## src/sea_pkg.sv

```systemverilog
// Shared constants and types for the encoder value acquisition block
package sea_pkg;
	// ----------------------------------------
	// Acquisition and code settings
	// ----------------------------------------
	localparam logic DET_FREE = 1'b0;
	localparam logic DET_SYNC = 1'b1;
	localparam logic CODE_BINARY = 1'b0;
	localparam logic CODE_GRAY = 1'b1;
	// ----------------------------------------
	// Frame width type codes
	// ----------------------------------------
	localparam logic [2:0] ENC_13 = 3'h0;
	localparam logic [2:0] ENC_14 = 3'h1;
	localparam logic [2:0] ENC_16 = 3'h2;
	localparam logic [2:0] ENC_21 = 3'h3;
	localparam logic [2:0] ENC_24 = 3'h4;
	localparam logic [2:0] ENC_25 = 3'h5;
	localparam int WORD_W = 25;
	localparam int CNT_W = 24;
	localparam int BITS_W = 5;
	localparam int SHIFT_W = 5;
	// ----------------------------------------
	// Timing
	// ----------------------------------------
	localparam int CLK_PERIOD_PS = 5000;
	localparam int LINK_HALF_NS = 1000;
	localparam int LINK_HALF_CYC = (LINK_HALF_NS * 1000 + CLK_PERIOD_PS - 1) / CLK_PERIOD_PS;
	localparam int MONOFLOP_US = 64;
	localparam int MONOFLOP_CYC = (MONOFLOP_US * 1000000 + CLK_PERIOD_PS - 1) / CLK_PERIOD_PS;
	localparam int UPDATE_US = 500;
	localparam int UPDATE_CYC = (UPDATE_US * 1000000) / CLK_PERIOD_PS;
	// ----------------------------------------
	// Reset values
	// ----------------------------------------
	localparam logic [WORD_W-1:0] POS_RST = 25'h0000000;
	localparam logic [BITS_W-1:0] BITS_RST = 5'h00;
	localparam logic [7:0] LIFE_RST = 8'h00;
	localparam logic [15:0] HALF_RST = 16'h0000;
	localparam logic [CNT_W-1:0] CNT_RST = 24'h000000;

	// Frame width in bits for a type code
	function automatic logic [BITS_W-1:0] frame_bits(input logic [2:0] t);
		logic [BITS_W-1:0] b;
		b = 5'h0D;
		case (t)
			ENC_14: b = 5'h0E;
			ENC_16: b = 5'h10;
			ENC_21: b = 5'h15;
			ENC_24: b = 5'h18;
			ENC_25: b = 5'h19;
			default: b = 5'h0D;
		endcase
		return b;
	endfunction

	// Legal width codes
	function automatic logic type_ok(input logic [2:0] t);
		return t <= ENC_25;
	endfunction
endpackage

```

## src/sea_acq.sv

```systemverilog
// Top of the encoder value acquisition: triggering, decoding, normalization
`timescale 1ns/1ps
module sea_acq #(
	parameter int MONOFLOP_CYCLES = sea_pkg::MONOFLOP_CYC,
	parameter int UPDATE_CYCLES = sea_pkg::UPDATE_CYC,
	parameter int FIFO_DEPTH = 32
) (
	input wire logic core_clk_i,
	input wire logic nrst_i,
	input wire logic enable_i,
	input wire logic iso_mode_i,
	input wire logic iso_ok_i,
	input wire logic iso_ti_i,
	input wire logic [7:0] iso_skip_i,
	input wire logic detect_i,
	input wire logic code_gray_i,
	input wire logic norm_on_i,
	input wire logic fast_mode_i,
	input wire logic [2:0] enc_type_i,
	input wire logic [sea_pkg::SHIFT_W-1:0] trail_bits_i,
	input wire logic [sea_pkg::WORD_W-1:0] total_steps_i,
	input wire logic enc_data_i,
	output logic enc_clk_o,
	output logic [sea_pkg::WORD_W-1:0] fb_value_o,
	output logic fb_strobe_o,
	input wire logic fb_ready_i,
	output logic [7:0] fb_life_o,
	output logic fb_ready_op_o,
	output logic cmp_latch_avail_o,
	output logic fifo_full_o
);
	// ----------------------------------------
	// Mode selection and triggering
	// ----------------------------------------
	logic [1:0] ti_sync_r;
	logic ti_prev_r;
	logic [sea_pkg::CNT_W-1:0] mono_r;
	logic [sea_pkg::CNT_W-1:0] upd_r;
	logic [7:0] skip_r;
	logic valid_r;
	logic [sea_pkg::WORD_W-1:0] last_r;
	logic [7:0] life_r;
	logic link_busy;
	logic link_done;
	logic [sea_pkg::WORD_W-1:0] link_word;
	logic fifo_in_ready;
	logic fifo_out_valid;
	logic [sea_pkg::WORD_W-1:0] fifo_out_data;

	wire logic ti_rise = ti_sync_r[1] && !ti_prev_r;
	wire logic type_good = sea_pkg::type_ok(enc_type_i);
	wire logic [sea_pkg::BITS_W-1:0] nbits = sea_pkg::frame_bits(enc_type_i);
	wire logic run_iso = iso_mode_i;
	wire logic run_free = !iso_mode_i && (detect_i == sea_pkg::DET_FREE);
	wire logic run_sync = !iso_mode_i && (detect_i == sea_pkg::DET_SYNC);
	wire logic mono_end = mono_r == sea_pkg::CNT_W'(MONOFLOP_CYCLES - 1);
	wire logic upd_end = upd_r == sea_pkg::CNT_W'(UPDATE_CYCLES - 1);
	wire logic trig_free = run_free && mono_end;
	wire logic trig_sync = run_sync && upd_end;
	// iso frame at input instant, skipping by rate
	wire logic trig_iso = run_iso && iso_ok_i && ti_rise && (skip_r == 8'h00);
	wire logic frame_start = enable_i && type_good && !link_busy && (trig_free || trig_sync || trig_iso);

	// ----------------------------------------
	// Decode and normalization
	// ----------------------------------------
	// word masked to selected width
	wire logic [sea_pkg::WORD_W-1:0] width_mask = sea_pkg::WORD_W'((26'h0000001 << nbits) - 26'h0000001);
	wire logic [sea_pkg::WORD_W-1:0] raw_word = link_word & width_mask;
	logic [sea_pkg::WORD_W-1:0] gray_bin;
	always_comb begin
		gray_bin = '0;
		gray_bin[sea_pkg::WORD_W-1] = raw_word[sea_pkg::WORD_W-1];
		for (int i = sea_pkg::WORD_W - 2; i >= 0; i--) begin
			gray_bin[i] = raw_word[i] ^ gray_bin[i+1];
		end
	end
	wire logic [sea_pkg::WORD_W-1:0] decoded = (code_gray_i == sea_pkg::CODE_GRAY) ? gray_bin : raw_word;
	// field sized by total step count
	wire logic [sea_pkg::WORD_W-1:0] step_mask = (total_steps_i == '0) ? '1 : total_steps_i - sea_pkg::WORD_W'(1);
	wire logic [sea_pkg::WORD_W-1:0] shifted = decoded >> trail_bits_i;
	wire logic [sea_pkg::WORD_W-1:0] norm_word = norm_on_i ? (shifted & step_mask) : decoded;

	// ----------------------------------------
	// Sampling to feedback
	// ----------------------------------------
	// free-running samples latest per update
	wire logic sample_free = run_free && upd_end && valid_r;
	wire logic sample_sync = run_sync && link_done;
	// iso updates only while bus cycle ok
	wire logic sample_iso = run_iso && iso_ok_i && link_done;
	wire logic push_word = enable_i && (sample_free || sample_sync || sample_iso);
	wire logic [sea_pkg::WORD_W-1:0] push_data = sample_free ? last_r : norm_word;

	always_ff @(posedge core_clk_i or negedge nrst_i) begin
		if (!nrst_i) begin
			ti_sync_r <= 2'h0;
			ti_prev_r <= 1'b0;
			mono_r <= sea_pkg::CNT_RST;
			upd_r <= sea_pkg::CNT_RST;
			skip_r <= 8'h00;
		end else begin
			ti_sync_r <= {ti_sync_r[0], iso_ti_i};
			ti_prev_r <= ti_sync_r[1];
			mono_r <= (mono_end || link_busy) ? sea_pkg::CNT_RST : mono_r + sea_pkg::CNT_W'(1);
			upd_r <= upd_end ? sea_pkg::CNT_RST : upd_r + sea_pkg::CNT_W'(1);
			if (run_iso && ti_rise) begin
				skip_r <= (skip_r == 8'h00) ? iso_skip_i : skip_r - 8'h01;
			end else if (!run_iso) begin
				skip_r <= 8'h00;
			end
		end
	end

	always_ff @(posedge core_clk_i or negedge nrst_i) begin
		if (!nrst_i) begin
			valid_r <= 1'b0;
			last_r <= sea_pkg::POS_RST;
			life_r <= sea_pkg::LIFE_RST;
		end else begin
			if (!enable_i || !type_good) begin
				valid_r <= 1'b0;
			end else if (link_done) begin
				valid_r <= 1'b1;
				last_r <= norm_word;
			end
			if (push_word && fifo_in_ready) begin
				life_r <= life_r + 8'h01;
			end
		end
	end

	always_ff @(posedge core_clk_i or negedge nrst_i) begin
		if (!nrst_i) begin
			fb_value_o <= sea_pkg::POS_RST;
			fb_life_o <= sea_pkg::LIFE_RST;
		end else if (fifo_out_valid && fb_ready_i) begin
			fb_value_o <= fifo_out_data;
			fb_life_o <= life_r;
		end
	end

	// ----------------------------------------
	// Link master and buffer
	// ----------------------------------------
	sea_link u_link (
		.core_clk_i(core_clk_i),
		.nrst_i(nrst_i),
		.start_i(frame_start),
		.nbits_i(nbits),
		.data_i(enc_data_i),
		.sclk_o(enc_clk_o),
		.busy_o(link_busy),
		.done_o(link_done),
		.word_o(link_word)
	);

	sea_fifo #(
		.WIDTH(sea_pkg::WORD_W),
		.DEPTH(FIFO_DEPTH)
	) u_fifo (
		.core_clk_i(core_clk_i),
		.nrst_i(nrst_i),
		.in_valid_i(push_word),
		.in_ready_o(fifo_in_ready),
		.in_data_i(push_data),
		.out_valid_o(fifo_out_valid),
		.out_ready_i(fb_ready_i),
		.out_data_o(fifo_out_data)
	);

	assign fb_strobe_o = fifo_out_valid && fb_ready_i;
	assign fifo_full_o = !fifo_in_ready;
	// ready while enabled, width type legal and value valid and, in iso mode, bus cycle ok
	assign fb_ready_op_o = enable_i && type_good && valid_r && (!iso_mode_i || iso_ok_i);
	// comparator and latch absent in fast variant
	assign cmp_latch_avail_o = !fast_mode_i;
endmodule

```

## src/sea_fifo.sv

```systemverilog
// Parameterised valid/ready FIFO for acquired words
`timescale 1ns/1ps
module sea_fifo #(
	parameter int WIDTH = 25,
	parameter int DEPTH = 32
) (
	input wire logic core_clk_i,
	input wire logic nrst_i,
	input wire logic in_valid_i,
	output logic in_ready_o,
	input wire logic [WIDTH-1:0] in_data_i,
	output logic out_valid_o,
	input wire logic out_ready_i,
	output logic [WIDTH-1:0] out_data_o
);
	localparam int AW = $clog2(DEPTH);
	logic [WIDTH-1:0] mem [DEPTH];
	logic [AW-1:0] wr_r;
	logic [AW-1:0] rd_r;
	logic [AW:0] cnt_r;
	wire logic push = in_valid_i && in_ready_o;
	wire logic pop = out_valid_o && out_ready_i;

	assign in_ready_o = cnt_r != (AW+1)'(DEPTH);
	assign out_valid_o = cnt_r != '0;
	assign out_data_o = mem[rd_r];

	always_ff @(posedge core_clk_i) begin
		if (push) begin
			mem[wr_r] <= in_data_i;
		end
	end

	always_ff @(posedge core_clk_i or negedge nrst_i) begin
		if (!nrst_i) begin
			wr_r <= '0;
			rd_r <= '0;
			cnt_r <= '0;
		end else begin
			if (push) begin
				wr_r <= (wr_r == AW'(DEPTH - 1)) ? '0 : wr_r + AW'(1);
			end
			if (pop) begin
				rd_r <= (rd_r == AW'(DEPTH - 1)) ? '0 : rd_r + AW'(1);
			end
			cnt_r <= cnt_r + (AW+1)'(push) - (AW+1)'(pop);
		end
	end
endmodule

```

## src/sea_link.sv

```systemverilog
// Serial link master: clocks one frame and shifts in the encoder word
`timescale 1ns/1ps
module sea_link #(
	parameter int HALF_CYC = sea_pkg::LINK_HALF_CYC
) (
	input wire logic core_clk_i,
	input wire logic nrst_i,
	input wire logic start_i,
	input wire logic [sea_pkg::BITS_W-1:0] nbits_i,
	input wire logic data_i,
	output logic sclk_o,
	output logic busy_o,
	output logic done_o,
	output logic [sea_pkg::WORD_W-1:0] word_o
);
	logic [1:0] sync_r;
	logic [15:0] half_r;
	logic [sea_pkg::BITS_W:0] edge_r;
	logic [sea_pkg::WORD_W-1:0] sh_r;
	logic run_r;
	wire logic tick = half_r == 16'(HALF_CYC - 1);
	// Twice the bit count; the tick at this count ends the frame after one idle half period
	wire logic [sea_pkg::BITS_W:0] last_edge = {nbits_i, 1'b0};

	always_ff @(posedge core_clk_i or negedge nrst_i) begin
		if (!nrst_i) begin
			sync_r <= 2'h0;
			half_r <= sea_pkg::HALF_RST;
			edge_r <= '0;
			sh_r <= sea_pkg::POS_RST;
			run_r <= 1'b0;
			sclk_o <= 1'b1;
			done_o <= 1'b0;
			word_o <= sea_pkg::POS_RST;
		end else begin
			sync_r <= {sync_r[0], data_i};
			done_o <= 1'b0;
			if (!run_r && start_i) begin
				run_r <= 1'b1;
				half_r <= sea_pkg::HALF_RST;
				edge_r <= '0;
				sh_r <= sea_pkg::POS_RST;
			end else if (run_r) begin
				half_r <= tick ? sea_pkg::HALF_RST : half_r + 16'h0001;
				if (tick) begin
					edge_r <= edge_r + (sea_pkg::BITS_W+1)'(1);
					// one pulse per bit, MSB first
					if (edge_r < last_edge) begin
						sclk_o <= edge_r[0];
						if (edge_r[0]) begin
							sh_r <= {sh_r[sea_pkg::WORD_W-2:0], sync_r[1]};
						end
					end else begin
						sclk_o <= 1'b1;
						run_r <= 1'b0;
						done_o <= 1'b1;
						word_o <= sh_r;
					end
				end
			end
		end
	end
	assign busy_o = run_r;
endmodule

```

## config.mk

```make
export PLATFORM = sky130hd
export DESIGN_NAME = sea_acq
export DESIGN_NICKNAME = d
export VERILOG_FILES = /design/src/sea_pkg.sv /design/src/sea_acq.sv /design/src/sea_fifo.sv /design/src/sea_link.sv
export SDC_FILE = /design/constraint.sdc
export NUM_CORES = 1
export LEC_CHECK = 0
export BUFFER_PORTS_ARGS = -buffer_cell sky130_fd_sc_hd__buf_2
export CORE_MARGIN = 2
export CORE_UTILIZATION = 30
export CTS_CLUSTER_SIZE = 30
export DETAILED_ROUTE_END_ITERATION = 8
export SLEW_MARGIN = 20
export SYNTH_ARGS = -nofsm -noshare
export SYNTH_HDL_FRONTEND = slang
export SYNTH_SLANG_ARGS = --single-unit
```

## constraint.sdc

```tcl
create_clock -name core_clk_i -period 6 [get_ports core_clk_i]
set_input_delay 0.6 -clock core_clk_i [delete_from_list [all_inputs] [get_ports core_clk_i]]
set_output_delay 0.6 -clock core_clk_i [all_outputs]
set_load 0.03 [all_outputs]
```

---- Word-level counts from Yosys, hierarchy flattened ----
Memories as Yosys holds them, arrays and structs flattened. A register that Yosys moved wholly into a read port is not among the register bits.
Cells that the tools add are included.
cells by class
  $add $sub $neg .......................... 12
  $lt $le $gt $ge ......................... 2
  equal/unequal tests ..................... 12
  shifts and indexed selects .............. 2
  muxes and demuxes ....................... 36
  bitwise operators ....................... 30
  reductions and logical operators ........ 50
operators with widths
  kind                                                count
  two-way mux 25 bit                                  8
  two-way mux 24 bit                                  3
  bitwise AND 25 bit                                  2
  subtractor 25 x 1 -> 25 bit, second input constant  2
  adder 24 x 1 -> 24 bit, second input constant       2
  two-way mux 16 bit                                  3
  logical NOT 25 bit                                  1
  case mux 5 bit (5 select lines)                     1
  left shift 1 x 5 -> 25 bit, first input constant    1
  >> shifter 25 x 5 -> 25 bit                         1
  == test 24 x 14 -> 1 bit, second input constant     1
  == test 24 x 17 -> 1 bit, second input constant     1
  two-way mux 8 bit                                   3
  bitwise XOR 1 bit                                   24
  logical AND 1 bit                                   22
  two-way mux 6 bit                                   3
  adder 16 x 1 -> 16 bit, second input constant       1
  == test 16 x 8 -> 1 bit, second input constant      1
  two-way mux 1 bit                                   13
  adder 5 x 1 -> 5 bit, second input constant         2
  == test 5 bit, second input constant                2
  two-way mux 5 bit                                   2
  nonzero test 2 bit                                  5
  adder 8 x 1 -> 8 bit, second input constant         1
  19 further kinds                                    39
storage, ports and cells
  register bits ........................... 194
  memory bits (writable) .................. 800
  output and inout bits ................... 38
  memories ................................ 1
memory list
  name        words  bits a word  rd ports  clocked after Yosys merged registers in  wr ports  RTL line        source
  u_fifo.mem  32     25           1         1                                        1         sea_fifo.sv:17  logic [WIDTH-1:0] mem [DEPTH];

---- Logic depth before layout (Yosys ltp) ----
  depth in word-level cells ............... 34
  depth in mapped cells ................... 17
  depth with buffers taken out ............ 16

---- Modules after synthesis ----
A second synthesis with hierarchy kept.
second synthesis, totals
  cells, all modules ...................... 2970
  area, all modules ....................... 44841.8 um^2
by module, submodules not included
  module    instances  cells an instance  area an instance (um^2)
  sea_fifo  1          1458               31463.9
  sea_acq   1          1207               9884.5
  sea_link  1          305                3493.4

---- Worst setup path before layout ----
No wires, ideal clock.
  path kind ............................... input to register
  start ................................... input enc_type_i[1]
  end ..................................... memory u_fifo.mem[0][5], data pin
  data arrival time ....................... 5.113 ns
  setup slack ............................. 0.433 ns
  stages .................................. 16
  buffers on the path ..................... 2
  cells stage by stage .................... inv_1 ha_1 buf_2 nor2_2 and4b_1 buf_6 nor2_8 xnor3_1 xor3_2 xor2_4 o32a_1 a41o_1 o21a_1 o32ai_1 o41ai_1 o21ai_0
between the ends
  cells in the longest elaborated chain, start to end .. 34
  elaborated cells on any way between the ends .. 38
ends and longest elaborated chain
  item                                         RTL line        source
  from (decl)                                  sea_acq.sv:19   input wire logic [2:0] enc_type_i,
  == test 3 bit, or another cell as far along  sea_pkg.sv:46   case (t)
  case mux 5 bit (5 select lines) (*)          sea_pkg.sv:46
  left shift 1 x 5 -> 25 bit (*)               sea_acq.sv:68   wire logic [sea_pkg::WORD_W-1:0] width_mask = sea_pkg::WORD_W'((26'h0000001 << nbits) - 26'h0000001);
  subtractor 25 x 1 -> 25 bit (*)              sea_acq.sv:68
  bitwise AND 25 bit (*)                       sea_acq.sv:69   wire logic [sea_pkg::WORD_W-1:0] raw_word = link_word & width_mask;
  bitwise XOR 1 bit (24 in a row)              sea_acq.sv:75   gray_bin[i] = raw_word[i] ^ gray_bin[i+1];
  two-way mux 24 bit                           sea_acq.sv:78   wire logic [sea_pkg::WORD_W-1:0] decoded = (code_gray_i == sea_pkg::CODE_GRAY) ? gray_bin : raw_word;
  >> shifter 25 x 5 -> 25 bit                  sea_acq.sv:81   wire logic [sea_pkg::WORD_W-1:0] shifted = decoded >> trail_bits_i;
  bitwise AND 25 bit                           sea_acq.sv:82   wire logic [sea_pkg::WORD_W-1:0] norm_word = norm_on_i ? (shifted & step_mask) : decoded;
  two-way mux 25 bit (*)                       sea_acq.sv:82
  two-way mux 25 bit (*)                       sea_acq.sv:93   wire logic [sea_pkg::WORD_W-1:0] push_data = sample_free ? last_r : norm_word;
  net push_data, one bit                       sea_acq.sv:93
  to (decl)                                    sea_fifo.sv:17
Mark *: on every way through the listed nets, which the timed path passes. The rest lies on a longest branch.

---- Worst setup path in the final report ----
  start ................................... input enc_type_i[1]
  end ..................................... memory u_fifo.mem[28][8], data pin
Same word-level chain as after synthesis.

==> impl_metrics.csv <==
group,metric,value,unit
yosys,synth-seq-cells,1019,
clock_network,path_clk_slew,60,ps
yosys,syn_area_per_cell,16.0,um2
yosys,ys_warn_count,0,
job,drv_cap,0,
clock_network,cts.sinks,1019,
yosys,synthTopCellsByCount,"edfxtp_1, mux4_2, nor2_1",
route,postRouteAntennaNets,0,
route,finalWirelength,114000,um
power_and_ir_drop,seqPwrFrac,47.2,%
floorplanning,die_area,150000,um2
route,wl_per_cell,23.1,um
route,drc_errors,0,
worst_setup_path,worstSetupEndpointType,"flip-flop",
placement,hpwlAfterDp,71200,um
placement,place.gp.congestion,0.872,
worst_setup_path,cp-start-kind,"input pin",
grt,grt_pass1_wl,167000,um
worst_setup_path,arrival,5500,ps
yosys,synth.most_common_cell,"edfxtp_1",
route,wl_met1,49100,um
power_and_ir_drop,p_leak,18.9,nW
route,drt_iter0_markers,2820,
sta,max_freq,194,MHz
yosys,post-synth-top-area-fraction,54.4,%
sta,rsz0062_at_grt,"no",
placement,port_buffers,90,
yosys,synthFlopType,"edfxtp_1",
floorplanning,initial_core_util,30.2,%
grt,antenna_found_initial,11,
worst_setup_path,timing.rr.end,"u_fifo.mem[28][8]",
route,vias,25200,
route,dr_wl_met3,6930,um
route,top_layer_used,"met5",
worst_setup_path,critPathMaxStageDelay,940,ps
sta,drv_slew,0,
yosys,synth_largest_area_cell,"edfxtp_1",
grt,grt_max_degree,132,
grt,grt_pass1_vias,24600,
sta,period_share,85.8,%
power_and_ir_drop,comb_power_share,16.2,%
sta,slew_headroom,26.6,%
worst_setup_path,path_cells,"buf_2 > inv_1 > ha_1 > nor2_2 > nand4b_1 > nand2_1 > xnor3_1 > or2_2 > xor2_1 > mux4_2 > mux2i_1 > a32oi_1 > a211oi_1 > o22a_1",
power_and_ir_drop,clkPwrFrac,36.5,%
clock_network,root_buffer,"clkbuf_16",
worst_setup_path,reg2reg_depth,11,
worst_setup_path,crit_family,"compound AO/OA/AOI/OAI gates",
worst_setup_path,rrSetupSlack,1020,ps
yosys,yosysSeqAreaShare,66.8,%
sta,worst_slew_pin_slew,1100,ps
floorplanning,row_count,140,
yosys,syn-instance-count,2753,
floorplanning,ios,91,
worst_setup_path,crit_fanout,32,
min_path,hold_path_end,"skip_r[5]",
yosys,syn_area,44100,um2
clock_network,cts_tree,"yes",
power_and_ir_drop,ir_drop,0.351,mV
yosys,synth.distinct_cells,94,
sta,final.setup.tns,0,ps
min_path,hp-class,"input pin to flip-flop",
worst_setup_path,path_buf_inv,2,
sta,setup_violations,0,
worst_setup_path,critical_path_required,6350,ps
sta,holdWs,246,ps
worst_setup_path,criticalPathCategory,"input pin to flip-flop",
route,routed_via_density,5.11,
layout,area_growth,15.9,%
clock_network,clk_path_buf_depth,3,
clock_network,cts_setup_buffers,0,
floorplanning,core,146000,um2
worst_setup_path,slowest_stage,"o22a_1",
power_and_ir_drop,p_int,12.6,mW
floorplanning,die_x,388,um
worst_setup_path,r2r_start,"u_link.word_o[22]",
power_and_ir_drop,p_switching,4.70,mW
floorplanning,die_h,388,um
yosys,synth_enable_flop_cells,800,
route,wl_met2,54300,um
status,outcome,"complete, no violations",
layout,fill_cells,13800,
clock_network,htreeDepth,3,
min_path,hold_depth,3,
layout,multi_input_area,14300,um2
clock_network,worst_skew_pair.late_latency,710,ps
grt,grt_util_all_layers,14.9,%
sta,fin_skew,65.2,ps
yosys,async_flop_share,21.5,%
layout,seq_area,29500,um2
yosys,synth_top_cells_by_area,"edfxtp_1, mux4_2, dfrtp_1",
clock_network,cts_buffers,104,
layout,final_layout_size_suffix_gt1_share,24.6,%
grt,overflow,0,
route,first_pass_iters,6,
layout,nets,3007,
power_and_ir_drop,p_sw_share,27.1,%
power_and_ir_drop,pwr_density_cell,339,nW/um2
sta,fin_crit,5150,ps
min_path,min-delay-start,"iso_mode_i",
sta,finalHoldViolCount,0,
[worst max-delay path by stage]
| stage | start | cells after the start | slack, ps | endpoint |
|---|---|---|---|---|
| after floorplan | enc_type_i[1] | 16 | 430 | u_fifo.mem[0][5] |
| after global placement | enc_type_i[1] | 15 | 330 | u_fifo.mem[30][6] |
| after detailed placement | enc_type_i[1] | 14 | 240 | u_fifo.mem[27][8] |
| after CTS | enc_type_i[1] | 14 | 960 | u_fifo.mem[15][8] |
| after global routing | enc_type_i[1] | 14 | 590 | u_fifo.mem[25][8] |
| final | enc_type_i[1] | 14 | 850 | u_fifo.mem[28][8] |
[final cells by class]
class	count	share of cell area, %
clock buffers	142	5.66
well taps	1917	4.69
repair buffers	199	2.71
flip-flops and latches	1019	57.7
multi-input cells	1553	28.0
clock inverters	48	0.903
diodes	7	0.0342
inverters	44	0.323
[worst min-delay path: stages]
cell and delay [ps]:
buf_2 180, nand2_1 80, nor2_1 40
[power groups by stage]
stage | logic, mW | registers, mW | clock network [mW]
after detailed placement | 2.87 | 8.34 | 0
after global placement | 2.86 | 8.34 | 0
final | 2.81 | 8.19 | 6.34
after global routing | 3.04 | 8.23 | 6.77
after CTS | 2.88 | 8.20 | 6.49
after floorplan | 2.07 | 8.16 | 0
[flip-flops by register name, indices dropped and copies added (netlist names), 16 cells and up]
register,count
u_fifo.mem,800
upd_r,24
mono_r,24
u_link.sh_r,25
fb_value_o,25
last_r,25
u_link.word_o,25
u_link.half_r,16
[per-layer routing]
metal	vias to the layer above	GRT usage, %
met2	826	24.1
met1	13100	20.6
met4	2	4.91
met3	203	2.44
li1	11100	-
met5	-	0
[logic make-up after synthesis]
| family | count (synthesis) | share of synthesized area (%) |
|---|---|---|
| flip-flops | 1019 | 66.8 |
| AND/OR/NAND/NOR | 700 | 7.22 |
| multiplexers | 367 | 15.7 |
| AO/OA/AOI/OAI | 329 | 4.94 |
| buffers and inverters | 182 | 1.58 |
| XOR/XNOR | 122 | 2.70 |
| adder cells (fa/ha/maj) | 33 | 0.953 |
| other | 1 | 0.00850 |
[stage by stage]
stage | total power [mW] | instances | cell area (um2) | utilization [%] | worst slack [ps]
5_1_grt | 18.0 | 4924 | 51100 | 35.0 | 591
4_1_cts | 17.6 | 4922 | 51100 | 35.0 | 958
6_report | 17.3 | 4929 | 51200 | 35.1 | 850
3_5_place_dp | 11.2 | 4729 | 47700 | 32.7 | 239
2_1_floorplan | 10.2 | 2754 | 44100 | - | 433
3_3_place_gp | 11.2 | 4729 | 47700 | 32.7 | 333
[layout by cell type (no fill, tap or decap), types with 15 or more instances in the layout]
cell | synthesis | routed
a21oi_1 | 65 | 54
and2_1 | 18 | 18
and3_1 | 26 | 26
buf_2 | 7 | 89
buf_4 | 0 | 98
clkbuf_1 | 98 | 24
clkbuf_16 | 0 | 105
clkinv_1 | 5 | 19
clkinv_2 | 0 | 15
dfrtp_1 | 218 | 213
edfxtp_1 | 800 | 800
ha_1 | 32 | 32
inv_1 | 39 | 39
mux2_2 | 42 | 42
mux2i_1 | 66 | 66
mux4_2 | 256 | 256
nand2_1 | 217 | 216
nand2b_1 | 15 | 15
nand3_1 | 52 | 52
nand4_1 | 15 | 15
nor2_1 | 238 | 202
nor2_4 | 0 | 32
nor3_1 | 40 | 40
nor4_1 | 16 | 15
o21ai_0 | 100 | 98
xnor2_1 | 47 | 47
xor2_1 | 66 | 66
[what timing repair did]
action                    4_1_cts  5_1_grt
hold buffers                    3        0
hold endpoints to repair       64        0
resized for setup               0        0
Power figures use the tool's default switching activity.
